<file path="src/scwd_pkg.sv">
// package for the sensor command word decoder
`default_nettype none
package scwd_pkg;
   localparam int CW_W = 16;
   localparam int POS_W = 12;
   localparam int ORIENT_LSB = 0;
   localparam int SENSE_BIT = 2;
   localparam int AMODE_LSB = 3;
   localparam int FIND_BIT = 6;
   localparam int NOAUTO_BIT = 7;
   localparam int CONTRAST_LSB = 8;
   localparam int SUBPIX_BIT = 14;
   localparam int STATIC_BIT = 15;
   localparam logic [5:0] CONTRAST_RST = 6'h20;
   // reset word: right sensor, edge mode, output off, contrast 32
   localparam logic [15:0] CW_RST = 16'h2000;
   localparam logic [1:0] OR_RIGHT = 2'h0;
   localparam logic [1:0] OR_LEFT = 2'h2;
   localparam logic [1:0] OR_CENTRE = 2'h3;
   localparam logic [2:0] AM_OFF = 3'h0;
   localparam logic [2:0] AM_ZERO = 3'h1;
   localparam logic [2:0] AM_FULL = 3'h2;
   localparam logic [2:0] AM_LEFT = 3'h3;
   localparam logic [2:0] AM_RIGHT = 3'h4;
   localparam logic [2:0] AM_CENTRE = 3'h5;
   localparam logic [2:0] AM_WIDTH = 3'h6;
   localparam logic [2:0] AM_COVER = 3'h7;
   typedef struct packed {
      logic valid;
      logic left_seen;
      logic right_seen;
      logic [11:0] left_pos;
      logic [11:0] right_pos;
      logic [11:0] covered;
   } scwd_edges_t;
   typedef struct packed {
      logic static_thr;
      logic subpix;
      logic [5:0] min_contrast;
      logic contrast_mode;
      logic [1:0] orient;
   } scwd_cfg_t;
endpackage
`default_nettype wire

</file>
<file path="src/scwd_decoder.sv">
// sensor command word decoder and analog output source selection
`default_nettype none
// What this block does
// - Mode 5 enables analog output with centre line, mean of edges.
// - One missing edge: average seen edge with extreme on missing side.
// - Mode 6 enables analog output with rightmost minus leftmost edge.
// - Width output is width over full sensor range, per sensor.
// - Mode 7 enables analog output with covered percentage.
// - Coverage excludes gaps between edges; width includes them.
// - Left/right orientation ignores modes 3-7; output follows that edge.
// - Full scale beats zero scale, from either sensor's word.
// - Find-sensor bit resets orientation and lets sensor self-detect.
// - Find-sensor acts on rising edge only; controller rewrites zero.
// - Find-sensor honoured only while auto-switch disable is zero.
// - Auto-switch disable lets orientation be forced remotely.
// - Bits 8-13 minimum contrast, default 32, used in contrast mode.
// - Bit 14 one enables 4x sub-pixel resolution.
// - Bit 15 one static threshold, zero dynamic.
// - Orientation: 0 right, 2 left, 3 centre.
// - Bit 2: zero edge mode, one contrast mode.
// - Analog mode: 0 off, 1 zero, 2 full, 3 left, 4 right.
module scwd_decoder
   import scwd_pkg::*;
#(
   parameter int SENSORS = 2
) (
   input wire logic MCLK,
   input wire logic RST_N,
   input wire logic [SENSORS-1:0] CW_WE,
   input wire logic [SENSORS*CW_W-1:0] CW_WDATA,
   input wire scwd_edges_t [SENSORS-1:0] EDGES,
   input wire logic [SENSORS*2-1:0] AUTO_ORIENT,
   output logic [SENSORS*CW_W-1:0] CW_RDATA,
   output scwd_cfg_t [SENSORS-1:0] CFG,
   output logic [SENSORS-1:0] FIND_START,
   output logic AOUT_EN,
   output logic [POS_W-1:0] AOUT_VAL
);
   localparam logic [POS_W-1:0] FULL = {POS_W{1'b1}};

   logic [CW_W-1:0] word_r [SENSORS];
   logic [SENSORS-1:0] find_prev_r;
   logic [1:0] orient_r [SENSORS];

   function automatic logic [2:0] amode(input logic [CW_W-1:0] w);
      return w[AMODE_LSB +: 3];
   endfunction

   // per-sensor analog value from its own word and edges
   function automatic logic [POS_W:0] sensor_val(input logic [CW_W-1:0] w, input logic [1:0] ori,
                                                 input scwd_edges_t e);
      logic [POS_W:0] sum;
      logic [POS_W-1:0] l;
      logic [POS_W-1:0] r;
      logic [2:0] m;
      l = e.left_seen ? e.left_pos : '0;
      r = e.right_seen ? e.right_pos : FULL;
      m = amode(w);
      sum = {1'b0, l} + {1'b0, r};
      sensor_val = '0;
      if (ori == OR_LEFT && m >= AM_LEFT)
         sensor_val = {1'b1, l};
      else if (ori == OR_RIGHT && m >= AM_LEFT)
         sensor_val = {1'b1, r};
      else begin
         case (m)
            AM_LEFT: sensor_val = {1'b1, l};
            AM_RIGHT: sensor_val = {1'b1, r};
            // centre is mean; missing edge uses extreme
            AM_CENTRE: sensor_val = {1'b1, sum[POS_W:1]};
            // width spans edges; ratio to full range
            AM_WIDTH: sensor_val = {1'b1, POS_W'(r - l)};
            // coverage; gaps excluded by front end count
            AM_COVER: sensor_val = {1'b1, e.covered};
            default: sensor_val = '0;
         endcase
      end
   endfunction

   always_ff @(posedge MCLK) begin
      for (int i = 0; i < SENSORS; i++) begin
         if (!RST_N)
            word_r[i] <= CW_RST;
         else if (CW_WE[i])
            word_r[i] <= CW_WDATA[i*CW_W +: CW_W];
      end
   end

   always_ff @(posedge MCLK) begin
      for (int i = 0; i < SENSORS; i++) begin
         if (!RST_N) begin
            find_prev_r[i] <= 1'b0;
            FIND_START[i] <= 1'b0;
         end else begin
            find_prev_r[i] <= word_r[i][FIND_BIT];
            // rising edge only; auto-switch enabled; start search
            FIND_START[i] <= word_r[i][FIND_BIT] & ~find_prev_r[i] & ~word_r[i][NOAUTO_BIT];
         end
      end
   end

   // orientation: forced from word when auto-switch off, else follows self-detection
   always_ff @(posedge MCLK) begin
      for (int i = 0; i < SENSORS; i++) begin
         if (!RST_N)
            orient_r[i] <= OR_RIGHT;
         else if (word_r[i][NOAUTO_BIT])
            orient_r[i] <= word_r[i][ORIENT_LSB +: 2];
         else if (FIND_START[i])
            orient_r[i] <= OR_RIGHT;
         else
            orient_r[i] <= AUTO_ORIENT[i*2 +: 2];
      end
   end

   always_ff @(posedge MCLK) begin
      for (int i = 0; i < SENSORS; i++) begin
         if (!RST_N) begin
            CFG[i] <= '{static_thr: 1'b0, subpix: 1'b0, min_contrast: CONTRAST_RST,
                        contrast_mode: 1'b0, orient: OR_RIGHT};
            CW_RDATA[i*CW_W +: CW_W] <= CW_RST;
         end else begin
            CFG[i].orient <= orient_r[i];
            CFG[i].contrast_mode <= word_r[i][SENSE_BIT];
            CFG[i].min_contrast <= word_r[i][CONTRAST_LSB +: 6];
            CFG[i].subpix <= word_r[i][SUBPIX_BIT];
            CFG[i].static_thr <= word_r[i][STATIC_BIT];
            CW_RDATA[i*CW_W +: CW_W] <= word_r[i];
         end
      end
   end

   // shared analog output; conflicting sources resolve to lowest sensor index,
   // which is why the controller should enable only one
   always_ff @(posedge MCLK) begin
      logic any_full;
      logic any_zero;
      logic found;
      logic [POS_W:0] v;
      any_full = 1'b0;
      any_zero = 1'b0;
      found = 1'b0;
      v = '0;
      for (int i = SENSORS - 1; i >= 0; i--) begin
         if (amode(word_r[i]) == AM_FULL)
            any_full = 1'b1;
         if (amode(word_r[i]) == AM_ZERO)
            any_zero = 1'b1;
         if (amode(word_r[i]) >= AM_LEFT) begin
            found = 1'b1;
            v = sensor_val(word_r[i], orient_r[i], EDGES[i]);
         end
      end
      if (!RST_N) begin
         AOUT_EN <= 1'b0;
         AOUT_VAL <= '0;
      end else if (any_full) begin
         AOUT_EN <= 1'b1;
         AOUT_VAL <= FULL;
      end else if (any_zero) begin
         AOUT_EN <= 1'b1;
         AOUT_VAL <= '0;
      end else begin
         AOUT_EN <= found & v[POS_W];
         AOUT_VAL <= v[POS_W-1:0];
      end
   end
endmodule // scwd_decoder
`default_nettype wire

</file>
<file path="config.mk">
export PLATFORM = sky130hd
export DESIGN_NAME = scwd_decoder
export DESIGN_NICKNAME = d
export VERILOG_FILES = /design/src/scwd_pkg.sv /design/src/scwd_decoder.sv
export SDC_FILE = /design/constraint.sdc
export NUM_CORES = 1
export LEC_CHECK = 0
export ABC_AREA = 1
export BUFFER_PORTS_ARGS = -buffer_cell sky130_fd_sc_hd__clkbuf_2
export CAP_MARGIN = 20
export CORE_AREA = 2 2 98 138
export DETAILED_ROUTE_END_ITERATION = 7
export DIE_AREA = 0 0 100 140
export PLACE_DENSITY = 0.83
export SYNTH_ARGS = -nofsm -noshare
export SYNTH_HDL_FRONTEND = slang
export SYNTH_SLANG_ARGS = --single-unit
</file>
<file path="constraint.sdc">
create_clock -name MCLK -period 3.6 [get_ports MCLK]
set_clock_uncertainty 0.05 [all_clocks]
set_input_delay 0.18 -clock MCLK [delete_from_list [all_inputs] [get_ports MCLK]]
set_output_delay 0.18 -clock MCLK [all_outputs]
set_load 0.02 [all_outputs]
</file>
Word-level counts from Yosys, hierarchy flattened
Memory sizes are Yosys's and may differ from the RTL's.
Cells that the tools add are included.
{ "totals": {"reg_bits": 71, "ram_bits": 36, "input_bits": 118, "out_inout_bits": 69, "wordCells": 121, "memories": 2} }
{ "classes": {"n_addsub": 4, "n_lt_le_gt_ge": 2, "n_eq_ne": 16, "n_mux": 59, "n_bitwise": 17, "reduce_logical": 6} }
{ "mem_list": {"columns": ["memory", "words", "word_bits", "read_ports", "rd_clocked_by_memory_dff", "write_ports", "line_no", "rtl"], "rows": [
  ["word_r", 2, 16, 2, 0, 2, "scwd_decoder.sv:41", "logic [CW_W-1:0] word_r [SENSORS];"],
  ["orient_r", 2, 2, 2, 0, 2, "scwd_decoder.sv:43", "logic [1:0] orient_r [SENSORS];"]
]} }
{ "op_table": {"columns": ["cell", "count"], "rows": [
  ["$pmux W13 S5", 2],
  ["$mux W13", 6],
  ["$mux W12", 6],
  ["$mux W1", 37],
  ["$mux W16", 2],
  ["$add A12 B12 Y13", 2],
  ["$eq A3 B3 Y1 const B", 8],
  ["$sub A12 B12 Y12", 2],
  ["$eq A3 B2 Y1 const B", 4],
  ["$mux W2", 6],
  ["$or A1 B1 Y1", 8],
  ["$eq A3 B1 Y1 const B", 2],
  ["$ge A3 B2 Y1 const B", 2],
  ["$and A1 B1 Y1", 5],
  ["$eq A2 B2 Y1 const B", 2],
  ["$logic_and A1 B1 Y1", 4],
  ["$logic_not A2 Y1", 2],
  ["$not A1 Y1", 4]
]} }

Longest topological paths before layout
{ "logic_depth": {"ltp_word": 10, "depth_mapped": 21, "depth_no_buf": 21} }

Least setup slack after synthesis
OpenSTA, ideal clock, no wires.
{ "synth_path": {"path_kind": "in2reg", "from": "in EDGES[37] in the netlist's numbering", "to": "reg AOUT_VAL[8]", "setup_ps": 70, "arrival_time_ps": 2096, "t_required_ps": 3480, "path_slack_ps": 1384, "cell_stages": 14, "path_buffers": 1, "cell_sequence": "buf_6 -> nand2_1 -> inv_1 -> ha_1 -> fa_1 -> o31ai_1 -> nand2_1 -> nand3_1 -> nand2_1 -> o211ai_1 -> nand2_1 -> a21oi_1 -> nand2_1 -> a21oi_1"} }
{ "synth_between": {"elab_chain_cells": 8, "word_cells_on_any_way": 9, "classes_between": "add/sub: 2; mux: 7"} }
{ "synth_lines": {"columns": ["element", "line_no", "rtl"], "rows": [
  ["start, declared", "scwd_decoder.sv:31", "input wire scwd_edges_t [SENSORS-1:0] EDGES,"],
  ["$mux W12 (*)", "scwd_decoder.sv:56", "l = e.left_seen ? e.left_pos : '0;"],
  ["$sub A12 B12 Y12 or $add A12 B12 Y13 (tied branches)", "scwd_decoder.sv:72, scwd_decoder.sv:59", null],
  ["$pmux W13 S5", "scwd_decoder.sv:66", "case (m)"],
  ["$mux W13", "scwd_decoder.sv:63", "else if (ori == OR_RIGHT && m >= AM_LEFT)"],
  ["$mux W13 (*)", "scwd_decoder.sv:61", "if (ori == OR_LEFT && m >= AM_LEFT)"],
  ["$mux W13 (*)", "scwd_decoder.sv:149", "if (amode(word_r[i]) >= AM_LEFT) begin"],
  ["$mux W12 (*)", "scwd_decoder.sv:160", "end else if (any_zero) begin"],
  ["$mux W12 (*)", "scwd_decoder.sv:157", "end else if (any_full) begin"],
  ["end signal, assigned", "scwd_decoder.sv:165", "AOUT_VAL <= v[POS_W-1:0];"],
  ["end, declared", "scwd_decoder.sv:37", "output logic [POS_W-1:0] AOUT_VAL"]
]} }
Every way passes the cells marked *; elsewhere a longest branch is shown, timed or not.
A chain may end at the register's enable or synchronous reset.

Final worst setup path
{ "layout_path": {"from": "in EDGES[36] in the netlist's numbering", "to": "reg AOUT_VAL[10]"} }
{ "layout_between": {"elab_chain_cells": 8, "word_cells_on_any_way": 9, "classes_between": "add/sub: 2; mux: 7"} }
{ "layout_lines": {"columns": ["element", "line_no", "rtl"], "rows": [
  ["$mux W12 (*)", "scwd_decoder.sv:57", "r = e.right_seen ? e.right_pos : FULL;"],
  ["$sub A12 B12 Y12 or $add A12 B12 Y13 (tied branches)", "scwd_decoder.sv:72, scwd_decoder.sv:59", null],
  ["$pmux W13 S5", "scwd_decoder.sv:66", null],
  ["$mux W13 (*)", "scwd_decoder.sv:63", null],
  ["$mux W13 (*)", "scwd_decoder.sv:61", null],
  ["$mux W13 (*)", "scwd_decoder.sv:149", null],
  ["$mux W12 (*)", "scwd_decoder.sv:160", null],
  ["$mux W12 (*)", "scwd_decoder.sv:157", null]
]} }
Marks and branches as above.

==> metrics.cfg <==
[setup_path]
start_kind=input pin
critical_path_buf_inv_count=3
crit_family=simple AND/OR/NAND/NOR gates
rr_startpoint=word_r[0][5]$_SDFFCE_PN0P_
path_cells=clkbuf_2, inv_1, or2_2, ha_1, nand2_1, nor3_1, nand3_1, nand3_1, nand2_1, nand3_1, nand2_1, inv_1, nand2_1, a21oi_1, nand2_1, nand2_1, a21oi_1
r2r_cells=10
crit_type=in -> reg
cp_num_cells=17
worstPathRequired_ns=3.75
crit_top_cell=nand2_1
reg2reg_slack_ns=1.18
cp-startpoint=EDGES[36]
crit_end=AOUT_VAL[10]$_SDFF_PN0_
rr_endpoint=AOUT_VAL[1]$_SDFF_PN0_
cp-end-kind=register
arrival_ns=2.77
crit_slowest_cell=ha_1
cp_slowest_stage_delay_ns=0.53
crit_fanout=9

[place]
dp_hpwl_mm=18.0
post-place-cells=1358
gp_congestion=1.05
port_buffers=184
place_ws_ns=0.724
postPlaceCellArea_um2=7800

[clock_network]
path_clk_slew_ns=0.07
clock-sinks=87
tritoncts=built
ctsHoldBuffers=0
clockRootBuffer=clkbuf_16
htreeDepth=3
cts_setup_buffers=0
clk_latency_ns=0.33
cts_max_path_buffers=2
ctsResizeCount=0
numCtsBuffers=9

[finish]
design_area_um2=8110
area_delta_synth_final_pct=16.7
fin_util_pct=63.6
layout.cells.non_filler=1374
final_cell_mix=nand2_1 (255), clkbuf_2 (184), inv_1 (181)
fin_nets=1373
mostFrequentLayoutCell=nand2_1
regArea_um2=2100
drive_gt1_share_pct=20.7
multi_input_area_um2=3840
num_antenna_cells=0
fillers=1229

[sta]
period_share_pct=72.9
final-setup-viol-count=0
rsz0062_at_grt=no
final_hold_viol_count=0
max-slew-margin-rel_pct=33.8
timing.final.ws_setup_ns=0.975
finalHoldWorstSlack_ns=0.0605
worst_slew_pin_slew_ns=0.989
fin_setup_tns_ns=0
finalCriticalPeriod_ns=2.62
fmax_mhz=381
drv_slew=0

[global_route]
gr-total-overflow=0
grt_use_total_pct=31.2
antenna_found_initial=0
grt_max_degree=42
grt_pass1_wl_mm=34.4
first_global_vias=7128

[route]
ant_nets=0
wire_per_inst_um=16.0
viasPerCell=5.37
drtIter0Drc=372
drt_pre_antenna_iters=5
routed_wl_mm=22.0
vias=7379
drc=0

[pwr]
powerDensity_nw_per_um2=377
finalPower_mw=3.05
leakagePower_nw=4.51
ir_drop_v=0.000418

[synthesis]
ys.flop_type=dfxtp_1
avgSynthCellArea_um2=6.55
ys_warn_count=0
synth_top_area_share_pct=15.6
synthCells=1061
async_flop_share_pct=0
synth_top_cell_by_area=edfxtp_1
ys_seq_area_share_pct=30.3
synth_enable_flop_cells=36
synthTopCellsByArea=edfxtp_1 (16%), dfxtp_1 (15%), nand2_1 (14%)
synth_cell_type_count=48
syn-cell-area_um2=6950
yosys_register_bits=87

[floorplan]
dieArea_um2=14000
core_area_um2=12800
die_w_um=100
io_pins=187
start_util_pct=54.5
die_h_um=140
num_rows=49

[status]
status=complete, no violations

[min_path]
hold_path_class=in -> reg

[run]
drv_cap=0

-- area by class of cell --
type | instances | share of cell area [%]
Sequential cell | 87 | 25.9
Tap cell | 153 | 2.36
Clock inverter | 6 | 0.941
Timing Repair Buffer | 186 | 11.5
Multi-Input combinational cell | 737 | 47.4
Clock buffer | 10 | 2.82
Inverter | 195 | 9.03
-- power breakdown --
part	switching (mW)	internal, mW	total, mW
sequential	0.0418	1.11	1.15
combinational	0.632	0.317	0.949
clock	0.404	0.551	0.955
total	1.08	1.98	3.05
-- synthesized netlist by cell type (all sizes together), types with 4 or more instances --
cell / n
a22oi: 7
xor2: 4
nand2: 273
o21bai: 6
dfxtp: 51
nor2: 97
edfxtp: 36
nand3: 71
o21ai: 59
buf: 33
inv: 191
o211ai: 10
a21o: 6
a21oi: 85
a32o: 4
nand4: 13
or2: 15
a221oi: 4
nor3: 15
ha: 37
clkbuf: 12
clkinv: 4
a211oi: 6
-- cell families after synthesis --
| group | after synthesis | share of synthesized area, % |
|---|---|---|
| adder cells (fa/ha/maj) | 39 | 7.24 |
| flip-flops | 87 | 30.3 |
| buffers and inverters | 240 | 14.6 |
| XOR/XNOR | 4 | 0.504 |
| other | 1 | 0.0540 |
| AND/OR/NAND/NOR | 486 | 30.2 |
| AO/OA/AOI/OAI | 204 | 17.2 |
-- how the worst min path moves through the flow --
stage          cells past startpoint                     endpoint                      start
3_5_place_dp                       1     FIND_START[0]$_SDFF_PN0_  find_prev_r[0]$_SDFF_PN0_
5_1_grt                            2  word_r[0][13]$_SDFFCE_PN1P_               CW_WDATA[13]
3_3_place_gp                       1     FIND_START[0]$_SDFF_PN0_  find_prev_r[0]$_SDFF_PN0_
4_1_cts                            2  word_r[1][13]$_SDFFCE_PN1P_               CW_WDATA[29]
2_1_floorplan                      2       CW_RDATA[7]$_SDFF_PN0_                      RST_N
6_report                           2  word_r[0][13]$_SDFFCE_PN1P_               CW_WDATA[13]
-- sequential cells by signal, indices dropped and copies added (netlist names) --
name	flops
AOUT_EN	1
AOUT_VAL	12
CFG	4
CW_RDATA	31
FIND_START	2
find_prev_r	1
orient_r	4
word_r	32
-- metal layers --
| layer | share of wire [%] | up-vias | GRT usage, % | routed length, µm |
|---|---|---|---|---|
| li1 | - | 3722 | - | - |
| met1 | 38 | 3321 | 34.5 | 8380 |
| met2 | 52 | 268 | 57.2 | 11400 |
| met3 | 4.7 | 68 | 4.44 | 1040 |
| met4 | 5.1 | 0 | 15.9 | 1130 |
| met5 | 0 | - | 0 | 0 |
-- worst register-to-register path, stage by stage, from the launching register on --
cell and delay (ns):
edfxtp_1 0.50, inv_2 0.12, nor2_1 0.78, nand2_1 0.21, o211ai_1 0.16, nand2_1 0.07
o211ai_1 0.08, nand2_1 0.08, nand2_1 0.08, nand3_1 0.08, a21oi_1 0.14
(Power assumes the default switching activity.)
